`config.mk`:
```
export PLATFORM = sky130hd
export DESIGN_NAME = io3_front
export DESIGN_NICKNAME = d
export VERILOG_FILES = /design/src/core/io3_pkg.sv /design/src/core/io3_edge.sv /design/src/core/io3_fifo.sv /design/src/core/io3_front.sv
export VERILOG_INCLUDE_DIRS = /design/src /design/src/core
export SDC_FILE = /design/constraint.sdc
export NUM_CORES = 1
export LEC_CHECK = 0
export ABC_CLOCK_PERIOD_IN_PS = 4900
export BUFFER_PORTS_ARGS = -buffer_cell sky130_fd_sc_hd__buf_2
export CAP_MARGIN = 20
export CORE_AREA = 5 5 108 110
export CTS_BUF_LIST = sky130_fd_sc_hd__clkbuf_4 sky130_fd_sc_hd__clkbuf_8 sky130_fd_sc_hd__clkbuf_16
export DETAILED_ROUTE_END_ITERATION = 8
export DIE_AREA = 0 0 113 115
export PLACE_DENSITY = 0.82
export SYNTH_ARGS = -nofsm -noshare
export SYNTH_HDL_FRONTEND = slang
export SYNTH_SLANG_ARGS = --single-unit
```
`constraint.sdc`:
```
create_clock -name i_clk -period 4.9 [get_ports i_clk]
set_input_delay 1.47 -clock i_clk [delete_from_list [all_inputs] [get_ports i_clk]]
set_output_delay 1.47 -clock i_clk [all_outputs]
set_load 0.01 [all_outputs]
```
`src/core/io3_regs.svh`:
```
`ifndef IO3_REGS_SVH
`define IO3_REGS_SVH

// command codes that change the role of the data lines
`define IO3_CMD_QUAD_PROG 8'h32
`define IO3_CMD_QUAD_READ 8'h6b

// frame layout
`define IO3_ADDR_BYTES 2'h3
`define IO3_DUMMY_BYTES 2'h1

// receive buffer depth in bytes
`define IO3_FIFO_DEPTH 8

`endif

```
`src/core/io3_pkg.sv`:
```
package io3_pkg;

	typedef enum logic [2:0] {
		ST_IDLE,
		ST_CMD,
		ST_ADDR,
		ST_DUMMY,
		ST_DATA,
		ST_DONE
	} frame_e;

	// the four data lines as seen at the pins
	typedef struct packed {
		logic [3:0] in;
		logic [3:0] out;
		logic [3:0] oe;
	} lines_s;

	typedef logic [7:0] byte_t;

endpackage

```
`src/core/io3_edge.sv`:
```
`timescale 1ns/10ps
module io3_edge (
	// clock and reset
	input wire logic i_clk,
	input wire logic i_arst_n,
	// sampled level
	input wire logic i_level,
	input wire logic i_init,
	// edge pulses
	output logic o_rise,
	output logic o_fall
);
	logic prev_q;
	logic prev_d;

	always_comb begin
		prev_d = i_level;
	end

	always_ff @(posedge i_clk or negedge i_arst_n) begin
		if (!i_arst_n) begin
			prev_q <= 1'b0;
		end else begin
			prev_q <= prev_d;
		end
	end

	// a level that was high at release must not look like a rise
	logic armed_q;
	always_ff @(posedge i_clk or negedge i_arst_n) begin
		if (!i_arst_n) begin
			armed_q <= 1'b0;
		end else begin
			armed_q <= 1'b1;
		end
	end

	assign o_rise = armed_q & i_level & ~prev_q & ~i_init;
	assign o_fall = armed_q & ~i_level & prev_q;
endmodule

```
`src/core/io3_fifo.sv`:
```
`timescale 1ns/10ps
module io3_fifo #(
	parameter int WIDTH = 8,
	parameter int DEPTH = 8
) (
	// clock and reset
	input wire logic i_clk,
	input wire logic i_arst_n,
	// filling side
	input wire logic i_in_valid,
	input wire logic [WIDTH-1:0] i_in_data,
	output logic o_in_ready,
	// draining side
	output logic o_out_valid,
	output logic [WIDTH-1:0] o_out_data,
	input wire logic i_out_ready
);
	localparam int AW = $clog2(DEPTH);

	logic [WIDTH-1:0] mem_q [DEPTH];
	logic [AW-1:0] wr_q, wr_d, rd_q, rd_d;
	logic [AW:0] cnt_q, cnt_d;
	logic push, pop;
	logic valid_q, valid_d;
	logic [WIDTH-1:0] data_q, data_d;

	always_comb begin
		push = i_in_valid && (cnt_q != (AW+1)'(DEPTH));
		pop = i_out_ready && (cnt_q != '0);
		wr_d = wr_q;
		rd_d = rd_q;
		if (push) begin
			wr_d = (wr_q == AW'(DEPTH-1)) ? '0 : wr_q + 1'b1;
		end
		if (pop) begin
			rd_d = (rd_q == AW'(DEPTH-1)) ? '0 : rd_q + 1'b1;
		end
		cnt_d = cnt_q + (AW+1)'(push) - (AW+1)'(pop);
		// registered head; a word written into the head slot is passed straight through
		valid_d = (cnt_d != '0);
		data_d = (push && (rd_d == wr_q)) ? i_in_data : mem_q[rd_d];
	end

	always_ff @(posedge i_clk or negedge i_arst_n) begin
		if (!i_arst_n) begin
			wr_q <= '0;
			rd_q <= '0;
			cnt_q <= '0;
			valid_q <= 1'b0;
			data_q <= '0;
		end else begin
			wr_q <= wr_d;
			rd_q <= rd_d;
			cnt_q <= cnt_d;
			valid_q <= valid_d;
			data_q <= data_d;
		end
	end

	always_ff @(posedge i_clk) begin
		if (push) begin
			mem_q[wr_q] <= i_in_data;
		end
	end

	assign o_in_ready = (cnt_q != (AW+1)'(DEPTH));
	assign o_out_valid = valid_q;
	assign o_out_data = data_q;
endmodule

```
`src/core/io3_front.sv`:
```
`timescale 1ns/10ps
`include "io3_regs.svh"
// How it works
// - while pause is held low, clock and input are ignored, outputs float.
// - pause suspends the link only; busy internal cycles keep running.
// - during command 32h, line three is an input; four bits per rising edge.
// - during quad reads, all four lines drive a nibble each falling edge.
// - quad enable clear: line three is pause or reset, chosen by select bit.
// - quad enable set: pause and reset are off, line three carries data.
// - frames open on select falling and close on select rising; idle ignores input.
// - inputs taken on rising clock edges, outputs changed on falling edges.
module io3_front #(
	parameter int FIFO_DEPTH = `IO3_FIFO_DEPTH
) (
	// clock and reset
	input wire logic i_clk,
	input wire logic i_arst_n,
	// serial pins
	input wire logic i_sck,
	input wire logic i_cs_n,
	input wire logic [3:0] i_io,
	output logic [3:0] o_io,
	output logic [3:0] o_io_oe,
	// configuration bits
	input wire logic i_quad_enable,
	input wire logic i_reset_select,
	// internal array state
	input wire logic i_array_busy,
	// status
	output logic o_paused,
	output logic o_line_reset,
	output logic o_busy,
	output logic [7:0] o_cmd,
	output logic o_overrun,
	// received bytes
	output logic o_rx_valid,
	output io3_pkg::byte_t o_rx_data,
	input wire logic i_rx_ready,
	// read data to send
	input wire logic i_read_phase,
	input wire io3_pkg::byte_t i_tx_data,
	output logic o_tx_take
);
	import io3_pkg::*;

	// ----------------------------------------
	// pin roles
	// ----------------------------------------
	logic sck_rise, sck_fall, cs_fall;
	logic pause_mode, reset_mode, reset_req;

	io3_edge u_sck_edge (
		.i_clk(i_clk),
		.i_arst_n(i_arst_n),
		.i_level(i_sck),
		.i_init(1'b0),
		.o_rise(sck_rise),
		.o_fall(sck_fall)
	);

	io3_edge u_cs_edge (
		.i_clk(i_clk),
		.i_arst_n(i_arst_n),
		.i_level(~i_cs_n),
		.i_init(1'b0),
		.o_rise(cs_fall),
		.o_fall()
	);

	always_comb begin
		pause_mode = ~i_quad_enable & ~i_reset_select;
		reset_mode = ~i_quad_enable & i_reset_select;
		reset_req = reset_mode & ~i_io[3];
	end

	// ----------------------------------------
	// pause tracking
	// ----------------------------------------
	logic hold_q, hold_d;

	always_comb begin
		hold_d = hold_q;
		if (!pause_mode || i_cs_n) begin
			hold_d = 1'b0;
		end else if (!hold_q && !i_io[3] && !i_sck) begin
			hold_d = 1'b1;
		end else if (hold_q && i_io[3]) begin
			hold_d = 1'b0;
		end
	end

	always_ff @(posedge i_clk or negedge i_arst_n) begin
		if (!i_arst_n) begin
			hold_q <= 1'b0;
		end else begin
			hold_q <= hold_d;
		end
	end

	// ----------------------------------------
	// frame sequencer
	// ----------------------------------------
	frame_e st_q, st_d;
	logic [7:0] cmd_q, cmd_d, sh_q, sh_d, tx_q, tx_d;
	logic [2:0] bit_q, bit_d;
	logic [1:0] cnt_q, cnt_d;
	logic [3:0] out_q, out_d, oe_q, oe_d;
	logic pend_q, pend_d, ovr_q, ovr_d, take_q, take_d;
	logic [7:0] pend_data_q, pend_data_d;
	logic live, quad_in, quad_out, byte_done, fifo_ready;
	logic [7:0] sh_next;
	logic [2:0] bit_next;

	always_comb begin
		live = !i_cs_n && !hold_q && !reset_req;
		quad_in = i_quad_enable && (st_q == ST_DATA) && (cmd_q == `IO3_CMD_QUAD_PROG);
		quad_out = i_quad_enable && (st_q == ST_DATA) && (cmd_q == `IO3_CMD_QUAD_READ);
		if (quad_in) begin
			sh_next = {sh_q[3:0], i_io};
		end else begin
			sh_next = {sh_q[6:0], i_io[0]};
		end
		// a quad byte is two nibbles in either direction
		bit_next = (quad_in || quad_out) ? bit_q + 3'h4 : bit_q + 3'h1;
		byte_done = (bit_next == 3'h0);

		st_d = st_q;
		cmd_d = cmd_q;
		sh_d = sh_q;
		bit_d = bit_q;
		cnt_d = cnt_q;
		tx_d = tx_q;
		out_d = out_q;
		oe_d = oe_q;
		take_d = 1'b0;
		pend_d = pend_q;
		pend_data_d = pend_data_q;
		ovr_d = ovr_q;
		if (pend_q && fifo_ready) begin
			pend_d = 1'b0;
		end

		if (i_cs_n || reset_req) begin
			// select high or line reset: back to idle, lines released
			st_d = ST_IDLE;
			bit_d = 3'h0;
			cnt_d = 2'h0;
			oe_d = 4'h0;
		end else if (hold_q) begin
			oe_d = 4'h0;
		end else begin
			if (st_q == ST_IDLE && cs_fall) begin
				st_d = ST_CMD;
			end
			if (live && sck_rise && st_q != ST_IDLE && st_q != ST_DONE) begin
				sh_d = sh_next;
				bit_d = bit_next;
				if (byte_done) begin
					case (st_q)
						ST_CMD: begin
							cmd_d = sh_next;
							st_d = ST_ADDR;
							cnt_d = 2'h0;
						end
						ST_ADDR: begin
							cnt_d = cnt_q + 2'h1;
							if (cnt_q + 2'h1 == `IO3_ADDR_BYTES) begin
								cnt_d = 2'h0;
								st_d = (cmd_q == `IO3_CMD_QUAD_READ) ? ST_DUMMY : ST_DATA;
							end
						end
						ST_DUMMY: begin
							cnt_d = cnt_q + 2'h1;
							if (cnt_q + 2'h1 == `IO3_DUMMY_BYTES) begin
								st_d = ST_DATA;
							end
						end
						ST_DATA: begin
							if (!quad_out && !i_read_phase) begin
								if (pend_q && !fifo_ready) begin
									ovr_d = 1'b1;
								end
								pend_d = 1'b1;
								pend_data_d = sh_next;
							end
						end
						default: begin
							st_d = ST_IDLE;
						end
					endcase
				end
			end
			if (live && sck_fall && st_q == ST_DATA && (quad_out || i_read_phase)) begin
				// output changes only after a falling edge
				if (bit_q == 3'h0) begin
					take_d = 1'b1;
					if (quad_out) begin
						out_d = i_tx_data[7:4];
						oe_d = 4'hf;
						tx_d = {i_tx_data[3:0], 4'h0};
					end else begin
						out_d = {2'b00, i_tx_data[7], 1'b0};
						oe_d = 4'h2;
						tx_d = {i_tx_data[6:0], 1'b0};
					end
				end else if (quad_out) begin
					out_d = tx_q[7:4];
					tx_d = {tx_q[3:0], 4'h0};
				end else begin
					out_d = {2'b00, tx_q[7], 1'b0};
					tx_d = {tx_q[6:0], 1'b0};
				end
			end
			if (st_q == ST_DATA && !quad_out && !i_read_phase) begin
				oe_d = 4'h0;
			end
		end
	end

	always_ff @(posedge i_clk or negedge i_arst_n) begin
		if (!i_arst_n) begin
			st_q <= ST_IDLE;
			cmd_q <= 8'h00;
			sh_q <= 8'h00;
			bit_q <= 3'h0;
			cnt_q <= 2'h0;
			tx_q <= 8'h00;
			out_q <= 4'h0;
			oe_q <= 4'h0;
			take_q <= 1'b0;
			pend_q <= 1'b0;
			pend_data_q <= 8'h00;
			ovr_q <= 1'b0;
		end else begin
			st_q <= st_d;
			cmd_q <= cmd_d;
			sh_q <= sh_d;
			bit_q <= bit_d;
			cnt_q <= cnt_d;
			tx_q <= tx_d;
			out_q <= out_d;
			oe_q <= oe_d;
			take_q <= take_d;
			pend_q <= pend_d;
			pend_data_q <= pend_data_d;
			ovr_q <= ovr_d;
		end
	end

	// ----------------------------------------
	// receive buffer
	// ----------------------------------------
	io3_fifo #(
		.WIDTH(8),
		.DEPTH(FIFO_DEPTH)
	) u_rx_fifo (
		.i_clk(i_clk),
		.i_arst_n(i_arst_n),
		.i_in_valid(pend_q),
		.i_in_data(pend_data_q),
		.o_in_ready(fifo_ready),
		.o_out_valid(o_rx_valid),
		.o_out_data(o_rx_data),
		.i_out_ready(i_rx_ready)
	);

	// ----------------------------------------
	// status registers
	// ----------------------------------------
	logic rst_q, busy_q;
	always_ff @(posedge i_clk or negedge i_arst_n) begin
		if (!i_arst_n) begin
			rst_q <= 1'b0;
			busy_q <= 1'b0;
		end else begin
			rst_q <= reset_req;
			busy_q <= i_array_busy;
		end
	end

	assign o_io = out_q;
	assign o_io_oe = oe_q;
	assign o_paused = hold_q;
	assign o_line_reset = rst_q;
	assign o_busy = busy_q;
	assign o_cmd = cmd_q;
	assign o_overrun = ovr_q;
	assign o_tx_take = take_q;
endmodule

```
==> results summary <==
The layout net count came out at roughly 540. The die covers 0.0130 mm2. The height of the chip came out at 115 um. The I/O pin total came out at between 50 and 60. The clock skew is ~11 ps. The netlist area before placement came out at about 0.0062 mm2. Setup repair after global routing left no endpoint under its margin. Clock tree synthesis selected as its root buffer the cell sky130_fd_sc_hd__clkbuf_8. Timing analysis after detailed placement gives a worst setup slack of roughly 990 ps. The part of the Yosys area used for sequential elements came out at 59.9%. TritonCTS built the clock tree. The internal power summed over all cells came out at approximately 0.0022 W. The total of hold buffers inserted after clock tree synthesis came out at 0. The fraction of layout cells with a size suffix above 1 came out at 25.4%.

The required time at the endpoint of the critical path came out at about 5300 ps. The combined area of the multi-input logic cells came out at about 0.0023 mm2. For this configuration, the core starts out at a cell density of between 50% and 60%. The area of all sequential standard cells came out at between 0.003 and 0.004 mm2. The relative contribution of the clock network to total power is a little under two fifths. The horizontal die dimension came out at between 100 and 150 um. For this run, asynchronously set or reset flops after synthesis account for between 50 and 60%. After synthesis, the cell types taking the most area are sky130_fd_sc_hd__edfxtp_1 31%, sky130_fd_sc_hd__dfrtp_1 29%, sky130_fd_sc_hd__mux2i_1 7.4%. The number of port buffers is 50. In the synthesized netlist, the number of instances is 439.

The flip-flop and latch count after synthesis is 136. The kind of end point of the critical path is a flop. The flow ran to the end, and the final reports show no timing, DRC or antenna violations. The number of placement rows is 38. The count of buffers added by post-CTS timing repair for setup came out at 0. The proportion of netlist area held by the largest area contributor is 30.9%.

The worst min-delay path class is reg -> reg. The clock insertion delay at the later pin of the skew report is ~520 ps. The period utilization came out at slightly below 70%.

The number of nets in the synthesized netlist came out at between 400 and 500. By startpoint and endpoint, the worst setup path is classified as in -> reg. For this block, the via count after detailed routing is 3750.

The total non-filler cell area in the finished layout came out at between 0.007 and 0.008 mm2. After detailed routing, the number of remaining DRC violations is 0. Net switching is 30.1% of the power. The total routing resource utilization after global routing came out at roughly a fifth.

The quantity of gates resized following cts is 0. VDD sags by at most about 0.28 mV. The count of fill cells added during filler insertion is around 710. The placeable core area is 0.0106 mm2.

The max capacitance violation total is 0. The placed instances occupy a cell area of ~0.0066 mm2. The longest clock path from root to sink contains 2 buffers. The number of warnings reported in the yosys synthesis log is 0.

The hold violation total from the final report was 0. Based on the critical path, the design can be clocked at up to 0.295 GHz. For this design the total switching power over the nets is between 0.0009 and 0.001 W. The highest net fanout along the worst path is 14. The number of endpoints failing setup at the final stage came out at 0. In the routed layout, each cell is associated on average with a via count of 5.75. The number of detailed-route iterations in the first pass is 5. The routed design could run at a clock period as short as 3390 ps.

The global placer's final weighted congestion came out at roughly 0.79. The sum of routed wire length over all layers is 11800 um. The area added between synthesis and finish is 15.4%. The count of antenna diodes in the layout came out at 0.

The share of total power in sequential cells is 41.0%. The accumulated negative setup slack came out at 0 ps. Counting flops with a built-in enable in the synthesized netlist gives 64. The number of max-slew violations in the final report came out at 0.

The number of clock sinks came out at 136. The overall overflow remaining after global route came out at 0. The number of nets still failing antenna checks after routing is 0. The synthesized design spends more area on one cell type than any other, namely sky130_fd_sc_hd__edfxtp_1. The remaining max-slew budget at the tightest pin is 31.5%. The combinational group share of total power is 20.8%. The static leakage came out at approximately 3.1 nW. For this run, the leading register cell type out of synthesis is sky130_fd_sc_hd__dfrtp_1.

The sum of internal, switching and leakage power came out at 0.00313 W. The mean instance size in the synthesized netlist came out at roughly 14 um2. The critical path data arrival time came out at 3790 ps.

The number of clock buffers added by TritonCTS is 17. The worst setup path is launched from an input pin. The wire length per cell came out at approximately 18 um. The via count of the first global-routing pass came out at about 4.0k.

The clock transition time at the flip-flop clock pins of the worst setup and hold paths came out at approximately 70 ps. The final worst-path setup slack is 1510 ps. The half-perimeter wire length after detailed placement is between 8000 and 9000 um. The ratio of total power to cell area is approximately 440 mW/mm2. The slew at the pin with the worst max-slew slack is between 1000 and 1500 ps. The initial antenna violation count came to 0.

The deepest level of the CTS H-tree came out at 4. The pin count of the biggest net entering global routing is between 70 and 80. The number of distinct standard cells referenced by the synthesized netlist came out at 62. The violation count after the first detailed-routing iteration is 232. The first global-routing pass estimated roughly 20000 um of wire.
flip-flops by register name, summed over array words and instances, names as in the netlist, 4 cells and up:
register / cells
o_cmd: 8
u_rx_fifo.cnt_q: 4
tx_q: 7
u_rx_fifo.o_out_data: 8
u_rx_fifo.mem_q: 64
o_io: 4
pend_data_q: 8
sh_q: 7
final timing paths:
kind                                    start                      end  slack [ps]  depth (start not counted)
max                            i_reset_select                 o_cmd[4]        1510                          7
min                                   o_io[3]                  o_io[3]         480                          1
max reg2reg                u_rx_fifo.cnt_q[2]  u_rx_fifo.o_out_data[4]        1710                          9
min reg2reg                           o_io[3]                  o_io[3]         480                          1
max in group asynchronous            i_arst_n                 o_paused        3220                          1
min in group asynchronous            i_arst_n  u_rx_fifo.o_out_data[7]        1060                          1
routing by layer:
metal | wire [um] | global-route usage (%)
met1 | 4820 | 23.6
met2 | 6160 | 34.3
met3 | 554 | 4.47
met4 | 256 | 7.45
met5 | 0 | 0
cell families (layout without fill, tap and decap cells):
group | after synthesis | in the layout | synth area share [%]
other | 1 | 1 | 0.0604
adders and majority gates | 17 | 17 | 3.54
muxes | 97 | 97 | 17.5
buffers and inverters | 37 | 110 | 2.76
and+or+nand+nor | 90 | 90 | 8.06
AOI/OAI and AO/OA | 54 | 54 | 7.15
DFF | 136 | 136 | 59.9
xor gates and xnor gates | 7 | 7 | 0.987
cell usage in the layout (no fill, tap or decap), drive strengths merged, types with 6 or more instances in the layout:
master  synthesis  layout
dfrtp          72      72
edfxtp         64      64
buf             8      55
mux2           49      49
mux2i          48      48
inv            21      32
nand2          21      21
nor2           21      21
clkbuf          7      18
ha             16      16
a21oi           8       8
nor3            8       8
a22o            8       8
a221oi          8       8
o21ai           8       8
nand3           6       6
per-stage QoR:
stage	hold slack, ps	utilization (%)	std cells
after global routing	494	67.6	652
final	483	67.6	652
after detailed placement	474	62.2	617
after floorplan	458	-	439
after CTS	490	67.5	649
after global placement	468	62.1	616
power by group through the flow:
stage,clock [W],sequential [W],combinational [W]
after floorplan,0,0.00131,0.000479
after global placement,0,0.00130,0.000619
after detailed placement,0,0.00131,0.000647
after CTS,0.00121,0.00128,0.000659
after global routing,0.00127,0.00129,0.000726
final,0.00120,0.00129,0.000653
layout make-up:
cell class | count | share of cell area (%)
clock buffer | 17 | 5.78
multi-input combinational | 266 | 32.4
sequential | 136 | 51.9
inverter | 22 | 1.15
timing repair buffer | 56 | 4.22
clock inverter | 15 | 2.06
tap | 140 | 2.44
synthesized netlist by cell type (all sizes together), types with 16 or more instances:
master,number
nand2,21
dfrtp,72
edfxtp,64
mux2,49
inv,21
mux2i,48
ha,16
nor2,21
worst max-delay path: stages:
cell and delay [ps]:
sky130_fd_sc_hd__buf_2 100, sky130_fd_sc_hd__nor3b_1 140, sky130_fd_sc_hd__nor2_1 390, sky130_fd_sc_hd__o2111a_1 670, sky130_fd_sc_hd__nand3_4 190, sky130_fd_sc_hd__or2_1 450, sky130_fd_sc_hd__mux2_4 370
No activity file was read; power rests on OpenSTA's default activity.
